===== src/rtl/fhr_pkg.sv =====
// Package of constants for the field device responder
package fhr_pkg;
  // Command numbers
  localparam logic [7:0] CMD_UNIV_LAST = 8'h16;
  localparam logic [7:0] CMD_DAMP = 8'h22;
  localparam logic [7:0] CMD_RANGE = 8'h23;
  localparam logic [7:0] CMD_SET_URV = 8'h24;
  localparam logic [7:0] CMD_SET_LRV = 8'h25;
  localparam logic [7:0] CMD_CLR_CFG = 8'h26;
  localparam logic [7:0] CMD_FIXED = 8'h28;
  localparam logic [7:0] CMD_UNITS = 8'h2C;
  localparam logic [7:0] CMD_TRIM_MIN = 8'h2D;
  localparam logic [7:0] CMD_TRIM_MAX = 8'h2E;
  localparam logic [7:0] CMD_ADD_STAT = 8'h30;
  localparam logic [7:0] CMD_PREAMB = 8'h3B;
  // Response codes
  localparam logic [7:0] RC_OK = 8'h00;
  localparam logic [7:0] RC_NOT_IMPL = 8'h40;
  // Device status field positions
  localparam int DS_FIXED = 3;
  localparam int DS_MORE = 4;
  localparam int DS_CFG_CHG = 6;
  // Extended status field positions
  localparam int XS_SENSOR = 0;
  localparam int XS_VAR_ALERT = 1;
  // Additional status byte count
  localparam logic [7:0] ADD_STAT_BYTES = 8'h02;
  // Reset values
  localparam logic [15:0] DAMP_RST = 16'h0000;
  localparam logic [15:0] URV_RST = 16'hFFFF;
  localparam logic [15:0] LRV_RST = 16'h0000;
  localparam logic [7:0] UNITS_RST = 8'h00;
  localparam logic [7:0] PREAMB_RST = 8'h05;
  localparam logic [15:0] TRIM_RST = 16'h0000;
  // Timing
  localparam int CLK_HZ = 20_000_000;
  localparam int BLINK_MS = 20;
  localparam int HEART_MS = 500;
  localparam int BLINK_CYC = BLINK_MS * (CLK_HZ / 1000);
  localparam int HEART_CYC = HEART_MS * (CLK_HZ / 1000);
  // Sequencer states
  typedef enum logic [1:0] {
    ST_IDLE = 2'b00,
    ST_EXEC = 2'b01,
    ST_ANS = 2'b11
  } fhr_state_t;
endpackage


===== src/rtl/fhr_responder.sv =====
// Command interpreter of the field device responder
`timescale 1ns/1ns
module fhr_responder #(
  parameter int BLINK_CYCLES = fhr_pkg::BLINK_CYC,
  parameter int HEART_CYCLES = fhr_pkg::HEART_CYC
) (
  input wire logic clk,
  input wire logic nrst,
  input wire logic hart_sel,
  input wire logic loop_temp_sel,
  input wire logic cmd_valid,
  input wire logic [7:0] cmd_code,
  input wire logic [31:0] cmd_data,
  input wire logic pv_sample,
  input wire logic [15:0] flow_in,
  input wire logic [15:0] total_in,
  input wire logic [15:0] temp_in,
  input wire logic [15:0] hours_in,
  input wire logic [7:0] cond0,
  input wire logic [7:0] cond1,
  input wire logic sensor_err,
  output logic cmd_ready,
  output logic rsp_valid,
  output logic [7:0] rsp_code,
  output logic [7:0] rsp_nbytes,
  output logic [7:0] dev_status,
  output logic [7:0] ext_status,
  output logic [7:0] spec_status0,
  output logic [7:0] spec_status1,
  output logic [15:0] rsp_pv,
  output logic [15:0] rsp_sv,
  output logic [15:0] rsp_tv,
  output logic [15:0] rsp_qv,
  output logic [15:0] loop_value,
  output logic fixed_mode,
  output logic [15:0] damping,
  output logic [15:0] urv,
  output logic [15:0] lrv,
  output logic [7:0] pv_units,
  output logic [15:0] trim_min,
  output logic [15:0] trim_max,
  output logic [7:0] preambles,
  output logic receive_indicator,
  output logic transmit_indicator,
  output logic heartbeat_indicator
);
  import fhr_pkg::*;

  fhr_state_t state_reg;
  logic [7:0] code_reg;
  logic [31:0] data_reg;
  logic hart_en_reg;
  logic latched_reg;
  logic powerup_reg;
  logic cfg_chg_reg;
  logic [15:0] fixed_val_reg;
  logic [15:0] damped_reg;
  logic [15:0] prim;
  logic signed [16:0] diff;
  logic [7:0] st0;
  logic [7:0] st1;
  logic known;
  logic [31:0] rx_cnt_reg;
  logic [31:0] tx_cnt_reg;
  logic [31:0] hb_cnt_reg;

  // HART selection caught once after reset release
  always_ff @(posedge clk) begin
    if (!nrst) begin
      latched_reg <= 1'b0;
      hart_en_reg <= 1'b0;
    end else if (!latched_reg) begin
      latched_reg <= 1'b1;
      hart_en_reg <= hart_sel;
    end
  end

  // Recognised command set
  always_comb begin
    unique case (code_reg)
      CMD_DAMP, CMD_RANGE, CMD_SET_URV, CMD_SET_LRV, CMD_CLR_CFG, CMD_FIXED,
      CMD_UNITS, CMD_TRIM_MIN, CMD_TRIM_MAX, CMD_ADD_STAT, CMD_PREAMB: known = 1'b1;
      default: known = (code_reg <= CMD_UNIV_LAST);
    endcase
  end

  // Request sequencer
  always_ff @(posedge clk) begin
    if (!nrst) begin
      state_reg <= ST_IDLE;
      cmd_ready <= 1'b0;
      code_reg <= 8'h00;
      data_reg <= 32'h0000_0000;
      rsp_valid <= 1'b0;
      rsp_code <= RC_OK;
      rsp_nbytes <= 8'h00;
    end else begin
      unique case (state_reg)
        ST_IDLE: begin
          cmd_ready <= hart_en_reg;
          if (cmd_valid && cmd_ready) begin
            code_reg <= cmd_code;
            data_reg <= cmd_data;
            cmd_ready <= 1'b0;
            state_reg <= ST_EXEC;
          end
        end
        ST_EXEC: begin
          rsp_valid <= 1'b1;
          rsp_code <= known ? RC_OK : RC_NOT_IMPL;
          rsp_nbytes <= (code_reg == CMD_ADD_STAT) ? ADD_STAT_BYTES : 8'h00;
          state_reg <= ST_ANS;
        end
        ST_ANS: begin
          rsp_valid <= 1'b0;
          cmd_ready <= 1'b1;
          state_reg <= ST_IDLE;
        end
        default: state_reg <= ST_IDLE;
      endcase
    end
  end

  // Configuration writes
  always_ff @(posedge clk) begin
    if (!nrst) begin
      damping <= DAMP_RST;
      urv <= URV_RST;
      lrv <= LRV_RST;
      pv_units <= UNITS_RST;
      trim_min <= TRIM_RST;
      trim_max <= TRIM_RST;
      preambles <= PREAMB_RST;
      cfg_chg_reg <= 1'b0;
    end else if (state_reg == ST_EXEC) begin
      unique case (code_reg)
        CMD_DAMP: begin
          damping <= data_reg[15:0];
          cfg_chg_reg <= 1'b1;
        end
        CMD_RANGE: begin
          urv <= data_reg[31:16];
          lrv <= data_reg[15:0];
          cfg_chg_reg <= 1'b1;
        end
        CMD_SET_URV: begin
          urv <= damped_reg;
          cfg_chg_reg <= 1'b1;
        end
        CMD_SET_LRV: begin
          lrv <= damped_reg;
          cfg_chg_reg <= 1'b1;
        end
        CMD_CLR_CFG: cfg_chg_reg <= 1'b0;
        CMD_UNITS: begin
          pv_units <= data_reg[7:0];
          cfg_chg_reg <= 1'b1;
        end
        CMD_TRIM_MIN: trim_min <= data_reg[15:0];
        CMD_TRIM_MAX: trim_max <= data_reg[15:0];
        CMD_PREAMB: preambles <= data_reg[7:0];
        default: cfg_chg_reg <= cfg_chg_reg;
      endcase
    end
  end

  // Fixed current mode
  always_ff @(posedge clk) begin
    if (!nrst) begin
      fixed_mode <= 1'b0;
      fixed_val_reg <= 16'h0000;
    end else if (state_reg == ST_EXEC && code_reg == CMD_FIXED) begin
      fixed_mode <= (data_reg[15:0] != 16'h0000);
      fixed_val_reg <= data_reg[15:0];
    end
  end

  // Damped primary variable
  assign prim = loop_temp_sel ? temp_in : flow_in;
  assign diff = $signed({1'b0, prim}) - $signed({1'b0, damped_reg});
  always_ff @(posedge clk) begin
    if (!nrst) begin
      damped_reg <= 16'h0000;
    end else if (pv_sample) begin
      damped_reg <= damped_reg + 16'(diff >>> damping[3:0]);
    end
  end

  // Dynamic variables and loop output
  always_ff @(posedge clk) begin
    if (!nrst) begin
      rsp_pv <= 16'h0000;
      rsp_sv <= 16'h0000;
      rsp_tv <= 16'h0000;
      rsp_qv <= 16'h0000;
      loop_value <= 16'h0000;
    end else begin
      rsp_pv <= damped_reg;
      rsp_sv <= total_in;
      rsp_tv <= temp_in;
      rsp_qv <= hours_in;
      loop_value <= fixed_mode ? fixed_val_reg : damped_reg;
    end
  end

  // Status bytes follow conditions, except byte 0 bit 0 (power-up flag) and byte 1 bits 5:3 (held zero)
  assign st0 = {cond0[7:1], powerup_reg};
  assign st1 = {cond1[7:6], 3'b000, cond1[2:0]};
  always_ff @(posedge clk) begin
    if (!nrst) begin
      powerup_reg <= 1'b1;
    end else if (state_reg == ST_EXEC && code_reg == CMD_ADD_STAT) begin
      powerup_reg <= 1'b0;
    end
  end
  always_ff @(posedge clk) begin
    if (!nrst) begin
      spec_status0 <= 8'h00;
      spec_status1 <= 8'h00;
      dev_status <= 8'h00;
      ext_status <= 8'h00;
    end else begin
      spec_status0 <= st0;
      spec_status1 <= st1;
      dev_status <= 8'h00;
      dev_status[DS_MORE] <= (st0[7:1] != 7'h00) || (st1 != 8'h00) || sensor_err;
      dev_status[DS_FIXED] <= fixed_mode;
      dev_status[DS_CFG_CHG] <= cfg_chg_reg;
      ext_status <= 8'h00;
      ext_status[XS_SENSOR] <= sensor_err;
      ext_status[XS_VAR_ALERT] <= (damped_reg > urv) || (damped_reg < lrv);
    end
  end

  // Indicator blink and heartbeat
  always_ff @(posedge clk) begin
    if (!nrst) begin
      rx_cnt_reg <= 32'h0000_0000;
      receive_indicator <= 1'b0;
    end else if (cmd_valid && cmd_ready) begin
      rx_cnt_reg <= 32'(BLINK_CYCLES);
      receive_indicator <= 1'b1;
    end else if (rx_cnt_reg != 32'h0000_0000) begin
      rx_cnt_reg <= rx_cnt_reg - 32'h0000_0001;
      receive_indicator <= (rx_cnt_reg != 32'h0000_0001);
    end
  end
  always_ff @(posedge clk) begin
    if (!nrst) begin
      tx_cnt_reg <= 32'h0000_0000;
      transmit_indicator <= 1'b0;
    end else if (state_reg == ST_EXEC) begin
      tx_cnt_reg <= 32'(BLINK_CYCLES);
      transmit_indicator <= 1'b1;
    end else if (tx_cnt_reg != 32'h0000_0000) begin
      tx_cnt_reg <= tx_cnt_reg - 32'h0000_0001;
      transmit_indicator <= (tx_cnt_reg != 32'h0000_0001);
    end
  end
  always_ff @(posedge clk) begin
    if (!nrst) begin
      hb_cnt_reg <= 32'h0000_0000;
      heartbeat_indicator <= 1'b0;
    end else if (hb_cnt_reg >= 32'(HEART_CYCLES - 1)) begin
      hb_cnt_reg <= 32'h0000_0000;
      heartbeat_indicator <= !heartbeat_indicator;
    end else begin
      hb_cnt_reg <= hb_cnt_reg + 32'h0000_0001;
    end
  end

  // Checks
  property p_more;
    @(posedge clk) disable iff (!nrst) sensor_err |=> dev_status[DS_MORE];
  endproperty
  a_more: assert property (p_more) else $error("more status not set");
  property p_sens;
    @(posedge clk) disable iff (!nrst) sensor_err |=> ext_status[XS_SENSOR];
  endproperty
  a_sens: assert property (p_sens) else $error("sensor bit not set");
  property p_alert;
    @(posedge clk) disable iff (!nrst) (damped_reg > urv) |=> ext_status[XS_VAR_ALERT];
  endproperty
  a_alert: assert property (p_alert) else $error("variable alert missing");
  property p_two;
    @(posedge clk) disable iff (!nrst)
      (state_reg == ST_EXEC && code_reg == CMD_ADD_STAT) |=> rsp_valid && rsp_nbytes == 8'h02;
  endproperty
  a_two: assert property (p_two) else $error("status byte count wrong");
  property p_follow;
    @(posedge clk) disable iff (!nrst)
      nrst |=> spec_status1 == {$past(cond1[7:6]), 3'b000, $past(cond1[2:0])};
  endproperty
  a_follow: assert property (p_follow) else $error("status byte 1 stale");
  property p_only_req;
    @(posedge clk) disable iff (!nrst) $rose(rsp_valid) |-> $past(state_reg, 1) == ST_EXEC;
  endproperty
  a_only_req: assert property (p_only_req) else $error("unsolicited answer");
  property p_devspec;
    @(posedge clk) disable iff (!nrst)
      (cmd_valid && cmd_ready && cmd_code[7]) |-> ##2 rsp_valid && rsp_code == RC_NOT_IMPL;
  endproperty
  a_devspec: assert property (p_devspec) else $error("device command accepted");
  property p_fixed;
    @(posedge clk) disable iff (!nrst) fixed_mode |=> loop_value == $past(fixed_val_reg);
  endproperty
  a_fixed: assert property (p_fixed) else $error("fixed current ignored");
  property p_sel;
    @(posedge clk) disable iff (!nrst) !hart_en_reg && latched_reg |-> !cmd_ready;
  endproperty
  a_sel: assert property (p_sel) else $error("responder active unselected");
  property p_rx;
    @(posedge clk) disable iff (!nrst) (cmd_valid && cmd_ready) |=> receive_indicator;
  endproperty
  a_rx: assert property (p_rx) else $error("receive blink missing");
  property p_keep;
    @(posedge clk) disable iff (!nrst)
      (state_reg == ST_EXEC && !known) |=> $stable(damping) && $stable(urv) && rsp_code == RC_NOT_IMPL;
  endproperty
  a_keep: assert property (p_keep) else $error("unknown command changed state");
  c_add: cover property (@(posedge clk) rsp_valid && rsp_nbytes == 8'h02);
  c_fix: cover property (@(posedge clk) $rose(fixed_mode));
  c_nimp: cover property (@(posedge clk) rsp_valid && rsp_code == RC_NOT_IMPL);
  c_alert: cover property (@(posedge clk) ext_status[XS_VAR_ALERT]);
endmodule


===== config.mk =====
export PLATFORM = sky130hd
export DESIGN_NAME = fhr_responder
export DESIGN_NICKNAME = d
export VERILOG_FILES = /design/src/rtl/fhr_pkg.sv /design/src/rtl/fhr_responder.sv
export SDC_FILE = /design/constraint.sdc
export NUM_CORES = 1
export LEC_CHECK = 0
export BUFFER_PORTS_ARGS = -buffer_cell sky130_fd_sc_hd__buf_2
export CAP_MARGIN = 20
export CORE_MARGIN = 4
export CORE_UTILIZATION = 55
export CTS_CLUSTER_SIZE = 14
export DETAILED_ROUTE_END_ITERATION = 6
export PLACE_DENSITY = 0.79
export SYNTH_ARGS = -nofsm -noshare
export SYNTH_HDL_FRONTEND = slang
export SYNTH_SLANG_ARGS = --single-unit
export TNS_END_PERCENT = 100

===== constraint.sdc =====
create_clock -name clk -period 7.95 [get_ports clk]
set_input_delay 1.59 -clock clk [delete_from_list [all_inputs] [get_ports clk]]
set_output_delay 1.59 -clock clk [all_outputs]
set_load 0.02 [all_outputs]

==> results of run 1 <==
-- cell families after synthesis --
| logic type | count (synthesis) | share of synthesized area |
|---|---|---|
| adder cells (fa/ha/maj) | 75 | 0.0551 |
| other | 1 | 0.000217 |
| buffers and inverters | 210 | 0.0523 |
| flip-flops | 376 | 0.435 |
| AO/OA/AOI/OAI | 386 | 0.139 |
| XOR/XNOR | 87 | 0.0441 |
| AND/OR/NAND/NOR | 810 | 0.221 |
| multiplexers | 88 | 0.0536 |
-- through the flow --
stage	util	worst slack, ns
2_1_floorplan	-	0.889
6_report	0.665	1.16
5_1_grt	0.665	0.641
3_3_place_gp	0.619	0.822
4_1_cts	0.663	1.26
3_5_place_dp	0.619	0.714
-- worst register-to-register path, delay by kind of cell (launching register included) --
family                     cells  cell delay, ns
AOI/OAI and AO/OA             10            2.98
adders and majority gates      3            0.98
DFF                            1            0.67
and+or+nand+nor                4            0.54
buffers and inverters          2            0.35
muxes                          1            0.13
xor gates and xnor gates       1            0.08
-- where the power goes --
part / internal, uW / switching [uW]
logic: 1060 / 1430
registers: 2120 / 276
clock network: 1170 / 751
total: 4350 / 2460
-- worst paths after layout --
path | startpoint | to | slack (ns) | cells after the start
worst max-delay path | loop_temp_sel | damped_reg[15] | 1.16 | 21
worst min-delay path | damping[4] | damping[4] | 0.45 | 2
worst max register to register | damped_reg[1] | damped_reg[14] | 2.08 | 21
worst min register to register | damping[4] | damping[4] | 0.45 | 2
-- cells in the mapped netlist, drive strengths merged (5+ instances only) --
cell	n	area, um^2
and2	69	432
mux2i	69	691
o31ai	8	60.1
nor2b	6	37.5
dfxtp	376	7530
or4	11	97.6
a21o	17	128
nor4	29	236
a211oi	34	260
nand4	15	93.8
o211ai	21	163
o21a	10	75.1
a31oi	11	68.8
xnor2	54	473
nand3	44	240
o211a	5	50.1
or2	8	50.1
and3	7	43.8
nor3	42	236
buf	40	267
o21ai	44	220
inv	72	270
a2111oi	6	52.6
mux2	17	191
nand2	317	1190
ha	73	913
nor2	211	800
or3	25	156
xor2	33	289
nand2b	12	75.1
o22ai	5	31.3
o31a	5	43.8
clkbuf	96	360
a21oi	183	916
-- layer usage --
layer	track usage	routed length, um	share of wire	vias to the layer above
met5	0	13	0.00027	-
met4	0.0960	1730	0.036	2
met3	0.0705	4470	0.093	96
met2	0.445	21900	0.45	588
met1	0.340	20200	0.42	7220
li1	-	-	-	7486
-- cell type report --
cell class / instances / share of cell area
repair buffers: 342 / 0.0872
well taps: 396 / 0.0242
clock inverters: 11 / 0.00824
inverters: 74 / 0.0138
flip-flops and latches: 376 / 0.367
diodes: 1 / 0.000122
multi-input cells: 1482 / 0.441
clock buffers: 61 / 0.0586
==> results.sh, run 1 <==
export IMPL_grt_max_degree=114
export IMPL_worst_slew_pin_slew_ns=1.07
export IMPL_track_usage=0.269
export IMPL_drt_initial_drc_count=957
export IMPL_portBuffers=324
export IMPL_synthArstFlopShare=0
export IMPL_boundaryPins=357
export IMPL_cts_path_max_buffers=3
export IMPL_setup_tns_ns=0
export IMPL_syn_inst=2033
export IMPL_clk_pin_slew_ns=0.06
export IMPL_ctsHoldBuffers=0
export IMPL_cp_start_kind="primary input"
export IMPL_hold_violations=0
export IMPL_syn_avg_cell_area_um2=8.51
export IMPL_viasPerCell=5.61
export IMPL_dr_total_vias=15392
export IMPL_min_period_ns=6.79
export IMPL_grt_overflow=0
export IMPL_crit_family="compound AO/OA/AOI/OAI gates"
export IMPL_fmax_mhz=147
export IMPL_fin_hold_ws_ns=0.451
export IMPL_cts_tree="done"
export IMPL_final_area_mm2=0.0205
export IMPL_grt_pass1_wl_um=75600
export IMPL_hold_path_class="reg -> reg"
export IMPL_crit_type="in -> reg"
export IMPL_drive_gt1_frac=0.197
export IMPL_drc=0
export IMPL_fp_dieH_um=185
export IMPL_cts_root_buf="clkbuf_16"
export IMPL_placed_cells=2667
export IMPL_yosysUniqueCellTypes=80
export IMPL_finalMaxSlewViolations=0
export IMPL_place_gp_congestion=0.923
export IMPL_final_antenna_net_count=0
export IMPL_h_tree_depth=2
export IMPL_dieArea_mm2=0.0343
export IMPL_critPathMaxFanout=11
export IMPL_die_w_um=185
export IMPL_initial_core_util=0.561
export IMPL_fin_nets=2518
export IMPL_regArea_mm2=0.00753
export IMPL_multi_input_area_mm2=0.00904
export IMPL_place_area_mm2=0.0191
export IMPL_layout_commonest_cell="dfxtp_1"
export IMPL_wirelength_um=48300
export IMPL_synth_cell_area_mm2=0.0173
export IMPL_grt_antenna_before_repair=2
export IMPL_max_stage_delay_ns=0.51
export IMPL_n_fill_cell=2542
export IMPL_synth_edf_count=0
export IMPL_synth_seq_area_share=0.435
export IMPL_first_global_vias=14853
export IMPL_critPathArrivalTime_ns=7.25
export IMPL_outcome="finished, final reports clean"
export IMPL_final_cells=2743
export IMPL_period_share=0.854
export IMPL_end_kind="flop"
export IMPL_clk_latency_ns=0.53
export IMPL_cp_slowest_cell="o31ai_1"
export IMPL_numCtsBuffers=40
export IMPL_max_slew_margin_rel=0.282
export IMPL_crit_top_cell="or3_1"
export IMPL_critPathBufInv=2
export IMPL_maxCapViolCount=0
export IMPL_synth_warnings=0
export IMPL_setup_viol=0
export IMPL_area_growth_pct=18.6
export IMPL_wire_per_inst_um=17.6
export IMPL_cts_sinks=376
export IMPL_skew_ns=0.0157
export IMPL_crit_chain="buf_2 -> buf_4 -> mux2_2 -> ha_1 -> a21o_1 -> or3_1 -> o211a_1 -> or3_1 -> a221oi_1 -> a2bb2oi_1 -> nand2_1 -> o211ai_1 -> ha_1 -> a211oi_1 -> nor2_1 -> o31ai_1 -> a211oi_1 -> o21ai_0 -> a311oi_1 -> or3_1 -> a21oi_1"
export IMPL_required_ns=8.41
export IMPL_drt_pre_antenna_iters=5
export IMPL_powerDensity_mw_per_mm2=332
export IMPL_core_area_mm2=0.0308
export IMPL_final_cell_mix="dfxtp_1, buf_2, nand2_1"
export IMPL_dp_hpwl_um=34000
export IMPL_postCtsResizedCells=0
export IMPL_ys_flop_type="dfxtp_1"
export IMPL_vdd_ir_drop_max_uv=218
export IMPL_p_leak_uw=0.00867
export IMPL_power_total_uw=6810
export IMPL_rows=64
export IMPL_ys_ff_latch=376
export IMPL_rsz0062_at_grt="false"
export IMPL_postCtsSetupBuffers=0
Power figures use the tool's default switching activity.
==> inputs of run 2 (changes only) <==
--- a/config.mk
+++ b/config.mk
@@ -5,13 +5,13 @@
 export SDC_FILE = /design/constraint.sdc
 export NUM_CORES = 1
 export LEC_CHECK = 0
-export BUFFER_PORTS_ARGS = -buffer_cell sky130_fd_sc_hd__buf_2
 export CAP_MARGIN = 20
 export CORE_MARGIN = 4
 export CORE_UTILIZATION = 55
 export CTS_CLUSTER_SIZE = 14
 export DETAILED_ROUTE_END_ITERATION = 6
-export PLACE_DENSITY = 0.79
+export DONT_BUFFER_PORTS = 1
+export PLACE_DENSITY = 0.69
 export SYNTH_ARGS = -nofsm -noshare
 export SYNTH_HDL_FRONTEND = slang
 export SYNTH_SLANG_ARGS = --single-unit
==> run 2 against run 1 <==
Power fell by 2.3%. Die area is the same. Maximum frequency increased by 2.5%. Worst hold slack improved by 0.0025 ns. Register-to-register slack got worse by 0.13 ns. Setup slack gained 0.17 ns. Count of clock-buffer cells in the layout is 5 lower. Sequential share of layout area is 3.3 points higher.
==> results.sh, run 2 (same netlist as run 1, synthesis figures left out) <==
export IMPL_cts_sinks=376
export IMPL_grt_antenna_before_repair=3
export IMPL_rsz0062_at_grt="false"
export IMPL_place_gp_congestion=0.883
export IMPL_h_tree_depth=2
export IMPL_layout_commonest_cell="dfxtp_1"
export IMPL_dr_total_vias=14003
export IMPL_period_share=0.833
export IMPL_critPathMaxFanout=16
export IMPL_final_cells=2415
export IMPL_cts_path_max_buffers=3
export IMPL_p_leak_uw=0.00715
export IMPL_multi_input_area_mm2=0.00902
export IMPL_ctsHoldBuffers=0
export IMPL_max_slew_margin_rel=0.251
export IMPL_setup_tns_ns=0
export IMPL_grt_use_met1=0.324
export IMPL_skew_ns=0.0217
export IMPL_drc=0
export IMPL_wirelength_um=46200
export IMPL_outcome="finished, final reports clean"
export IMPL_critPathArrivalTime_ns=6.99
export IMPL_powerDensity_mw_per_mm2=354
export IMPL_min_period_ns=6.62
export IMPL_fin_nets=2191
export IMPL_initial_core_util=0.561
export IMPL_cts_root_buf="clkbuf_16"
export IMPL_drive_gt1_frac=0.0669
export IMPL_portBuffers=0
export IMPL_track_usage=0.259
export IMPL_clk_latency_ns=0.54
export IMPL_drt_pre_antenna_iters=5
export IMPL_clk_pin_slew_ns=0.06
export IMPL_dieArea_mm2=0.0343
export IMPL_use_met3=0.0742
export IMPL_final_antenna_net_count=0
export IMPL_die_w_um=185
export IMPL_fp_dieH_um=185
export IMPL_n_fill_cell=2724
export IMPL_regArea_mm2=0.00753
export IMPL_postCtsResizedCells=0
export IMPL_placed_cells=2342
export IMPL_end_kind="flop"
export IMPL_viasPerCell=5.80
export IMPL_core_area_mm2=0.0308
export IMPL_hold_violations=0
export IMPL_maxCapViolCount=0
export IMPL_final_cell_mix="dfxtp_1, nand2_1, nor2_1"
export IMPL_boundaryPins=357
export IMPL_grt_max_degree=108
export IMPL_grt_overflow=0
export IMPL_required_ns=8.32
export IMPL_grt_busiest_layer="met2"
export IMPL_setup_viol=0
export IMPL_dp_hpwl_um=32900
export IMPL_finalMaxSlewViolations=0
export IMPL_worst_slew_pin_slew_ns=1.12
export IMPL_fmax_mhz=151
export IMPL_grt_pass1_wl_um=71900
export IMPL_hold_path_class="reg -> reg"
export IMPL_vdd_ir_drop_max_uv=296
export IMPL_use_met2=0.424
export IMPL_wire_per_inst_um=19.1
export IMPL_numCtsBuffers=40
export IMPL_area_growth_pct=8.84
export IMPL_postCtsSetupBuffers=0
export IMPL_cts_tree="done"
export IMPL_cp_start_kind="primary input"
export IMPL_rows=64
export IMPL_crit_type="in -> reg"
export IMPL_fin_hold_ws_ns=0.454
export IMPL_power_total_uw=6660
export IMPL_first_global_vias=13365
export IMPL_drt_initial_drc_count=866
[run 2: changes by cell type in the layout (fill, tap and decap cells not counted), sizes merged]
cell,before,now
clkinvlp,1,4
buf,342,15
clkinv,8,9
bufinv,4,3
inv,72,73
clkbuf,61,56
[run 2: final timing paths]
kind | cells after the start | from | endpoint | slack (ns)
setup / recovery | 21 | loop_temp_sel | damped_reg[14] | 1.33
hold / removal | 2 | data_reg[26] | data_reg[26] | 0.45
setup reg to reg | 20 | damped_reg[1] | damped_reg[14] | 1.95
hold reg to reg | 2 | data_reg[26] | data_reg[26] | 0.45
[run 2: power breakdown]
group | switching (uW) | internal (uW) | total (uW)
clock | 765 | 1120 | 1880
sequential | 353 | 2120 | 2470
combinational | 1310 | 993 | 2300
total | 2430 | 4230 | 6660
[run 2: metrics by stage]
| step | setup slack [ns] | utilization | cell area, um^2 |
|---|---|---|---|
| after detailed placement | 0.782 | 0.566 | 17400 |
| after floorplan | 0.889 | - | 17400 |
| after CTS | 1.31 | 0.610 | 18800 |
| final | 1.33 | 0.611 | 18800 |
| after global placement | 0.810 | 0.565 | 17400 |
| after global routing | 0.713 | 0.611 | 18800 |
[run 2: worst max-delay path, cell delays in order]
cell       delay, ns
mux2i_1         0.37
inv_1           0.09
ha_1            0.27
nor2b_1         0.15
o31a_1          0.27
o21ai_0         0.49
a21oi_1         0.20
or3_1           0.45
and2_1          0.18
o311ai_1        0.55
o211ai_1        0.27
fa_1            0.47
a21o_1          0.18
a21o_1          0.21
a2111oi_0       0.44
buf_4           0.20
o31ai_1         0.11
a31oi_1         0.23
xnor2_1         0.08
mux2i_1         0.13
nor2_1          0.05
[run 2: cell type report]
| cell class | count | area share |
|---|---|---|
| diodes | 1 | 0.000133 |
| clock buffers | 56 | 0.0612 |
| clock inverters | 15 | 0.0106 |
| inverters | 74 | 0.0150 |
| multi-input cells | 1482 | 0.479 |
| flip-flops and latches | 376 | 0.400 |
| well taps | 396 | 0.0263 |
| repair buffers | 15 | 0.00725 |
[run 2: per-layer routing]
layer	wire length [um]	up-vias
li1	-	6829
met1	19000	6561
met2	21200	510
met3	4220	99
met4	1790	4
met5	27	-
==> inputs of run 3 (changes only) <==
--- a/config.mk
+++ b/config.mk
@@ -11,7 +11,7 @@
 export CTS_CLUSTER_SIZE = 14
 export DETAILED_ROUTE_END_ITERATION = 6
 export DONT_BUFFER_PORTS = 1
-export PLACE_DENSITY = 0.69
+export PLACE_DENSITY = 0.72
 export SYNTH_ARGS = -nofsm -noshare
 export SYNTH_HDL_FRONTEND = slang
 export SYNTH_SLANG_ARGS = --single-unit
==> constraint.sdc (replaced) <==
create_clock -name clk -period 5.8 [get_ports clk]
set_input_delay 1.16 -clock clk [delete_from_list [all_inputs] [get_ports clk]]
set_output_delay 1.16 -clock clk [all_outputs]
set_load 0.02 [all_outputs]
==> run 3 against run 2 <==
Via count up 0.48%. Sequential share of layout area down 1.1 points. Setup slack worse by 0.95 ns. Non-clock buffer count up 71. Power up 42%.
==> results.sh, run 3 (same netlist as run 1, synthesis figures left out) <==
export IMPL_dp_hpwl_um=32800
export IMPL_crit_chain="mux2i_1 -> inv_1 -> ha_1 -> nor2b_1 -> o31a_1 -> o21ai_1 -> buf_4 -> a2111oi_0 -> a211oi_1 -> and2_1 -> buf_4 -> or2_2 -> a221oi_1 -> ha_1 -> a21oi_1 -> o21ai_0 -> nor3_1 -> a211oi_1 -> o21ai_0 -> a311oi_1 -> or3_1 -> a21oi_1"
export IMPL_place_gp_congestion=0.882
export IMPL_first_global_vias=13641
export IMPL_die_w_um=185
export IMPL_multi_input_area_mm2=0.00909
export IMPL_reg2reg_to="damped_reg[15]"
export IMPL_core_area_mm2=0.0308
export IMPL_p_comb_frac=0.386
export IMPL_pwr_share_seq=0.349
export IMPL_postCtsResizedCells=0
export IMPL_setup_viol=0
export IMPL_hold_path_depth=2
export IMPL_cts_tree="done"
export IMPL_r2r_cells=21
export IMPL_critPathArrivalTime_ns=5.88
export IMPL_cp_start_kind="primary input"
export IMPL_clk_pin_slew_ns=0.06
export IMPL_track_usage=0.257
export IMPL_cp_slowest_cell="a2111oi_0"
export IMPL_grt_max_degree=100
export IMPL_outcome="finished, final reports clean"
export IMPL_fmax_mhz=185
export IMPL_fin_nets=2262
export IMPL_dieArea_mm2=0.0343
export IMPL_rsz0062_at_grt="false"
export IMPL_p_sw_frac=0.361
export IMPL_wirelength_um=46100
export IMPL_crit_type="in -> reg"
export IMPL_p_leak_uw=0.00751
export IMPL_period_share=0.934
export IMPL_initial_core_util=0.561
export IMPL_cts_path_max_buffers=3
export IMPL_drt_initial_drc_count=882
export IMPL_hold_path_class="reg -> reg"
export IMPL_crit_family="compound AO/OA/AOI/OAI gates"
export IMPL_worst_hold_path_endpoint="spec_status0[0]"
export IMPL_boundaryPins=357
export IMPL_postCtsSetupBuffers=0
export IMPL_drive_gt1_frac=0.100
export IMPL_grt_antenna_before_repair=1
export IMPL_power_total_uw=9430
export IMPL_critPathBufInv=3
export IMPL_min_period_ns=5.42
export IMPL_max_stage_delay_ns=0.56
export IMPL_cts_sinks=376
export IMPL_viasPerCell=5.67
export IMPL_powerDensity_mw_per_mm2=487
export IMPL_wire_per_inst_um=18.6
export IMPL_n_fill_cell=2647
export IMPL_dr_total_vias=14070
export IMPL_drc=0
export IMPL_cp_startpoint="loop_temp_sel"
export IMPL_clk_latency_ns=0.54
export IMPL_r2r_start="damped_reg[3]"
export IMPL_hold_violations=0
export IMPL_finalCoreUtilization=0.628
export IMPL_rows=64
export IMPL_grt_overflow=0
export IMPL_layout_commonest_cell="dfxtp_1"
export IMPL_fin_ws_ns=0.382
export IMPL_maxCapViolCount=0
export IMPL_required_ns=6.27
export IMPL_fp_dieH_um=185
export IMPL_area_growth_pct=12.0
export IMPL_min_from="powerup_reg"
export IMPL_grt_pass1_wl_um=71400
export IMPL_portBuffers=0
export IMPL_final_antenna_net_count=0
export IMPL_h_tree_depth=2
export IMPL_final_cell_mix="dfxtp_1, nand2_1, nor2_1"
export IMPL_numCtsBuffers=40
export IMPL_clkPwrFrac=0.266
export IMPL_end_kind="flop"
export IMPL_p_int_uw=6030
export IMPL_place_ws_ns=-0.0197
export IMPL_r2r_slack_ns=0.66
export IMPL_regArea_mm2=0.00753
export IMPL_max_slew_margin_rel=0.272
export IMPL_finalMaxSlewViolations=0
export IMPL_drt_pre_antenna_iters=5
export IMPL_critPathMaxFanout=16
export IMPL_skew_ns=0.0158
export IMPL_cts_root_buf="clkbuf_16"
export IMPL_vdd_ir_drop_max_uv=397
export IMPL_netSwitchingPower_uw=3400
export IMPL_worst_slew_pin_slew_ns=1.09
export IMPL_ctsHoldBuffers=0
-- run 3: cell types whose count changed in the layout (fill, tap and decap cells not counted), moves of 2 or more --
cell,before,now
a2111oi_0,6,4
bufinv_16,3,1
clkinvlp_4,4,1
clkbuf_8,7,10
clkinv_2,5,2
o31ai_2,0,2
o31ai_1,8,6
buf_4,13,85
clkbuf_1,8,10
-- run 3: cell type report --
type                       instances  area share
clock inverter                     7     0.00568
sequential                       376       0.389
tap                              396      0.0256
antenna                            1    0.000129
timing repair buffer              86      0.0344
inverter                          74      0.0146
clock buffer                      61      0.0620
multi-input combinational       1482       0.469
-- run 3: tightest hold or removal path, delay by kind of cell (launching register included) --
family,cells,cell delay (ns)
flops,1,0.30
buf+inv,1,0.05
simple gates,1,0.04
-- run 3: power groups by stage --
stage	logic (uW)	registers (uW)	clock network, uW
floorplan	2640	3290	0
global placement	3490	3330	0
detailed placement	3580	3340	0
CTS	3620	3290	2560
global route	4040	3330	2660
finish	3640	3290	2510
-- run 3: per-stage QoR --
step / hold WS, ns / TNS, ns / instance area [um^2] / std cells
2_1_floorplan: 0.410 / -0.0406 / 17500 / 2068
3_3_place_gp: 0.430 / -0.00404 / 18000 / 2413
3_5_place_dp: 0.422 / -0.0441 / 18000 / 2413
4_1_cts: 0.435 / 0 / 19300 / 2481
5_1_grt: 0.475 / 0 / 19400 / 2483
6_report: 0.436 / 0 / 19400 / 2483
-- run 3: worst max path at each step --
stage,to,slack (ns),depth (start not counted)
after floorplan,damped_reg[14],-0.04,22
after global placement,damped_reg[14],-0.004,22
after detailed placement,damped_reg[13],-0.02,19
after CTS,damped_reg[15],0.50,19
after global routing,damped_reg[13],0.08,22
final,damped_reg[15],0.38,22
-- run 3: per-layer routing --
metal  vias to the layer above  wire [um]  GRT usage
li1                       6966          -          -
met1                      6600      19200      0.315
met2                       413      21500      0.429
met3                        91       3900     0.0782
met4                         0       1580     0.0884
met5                         -          0          0
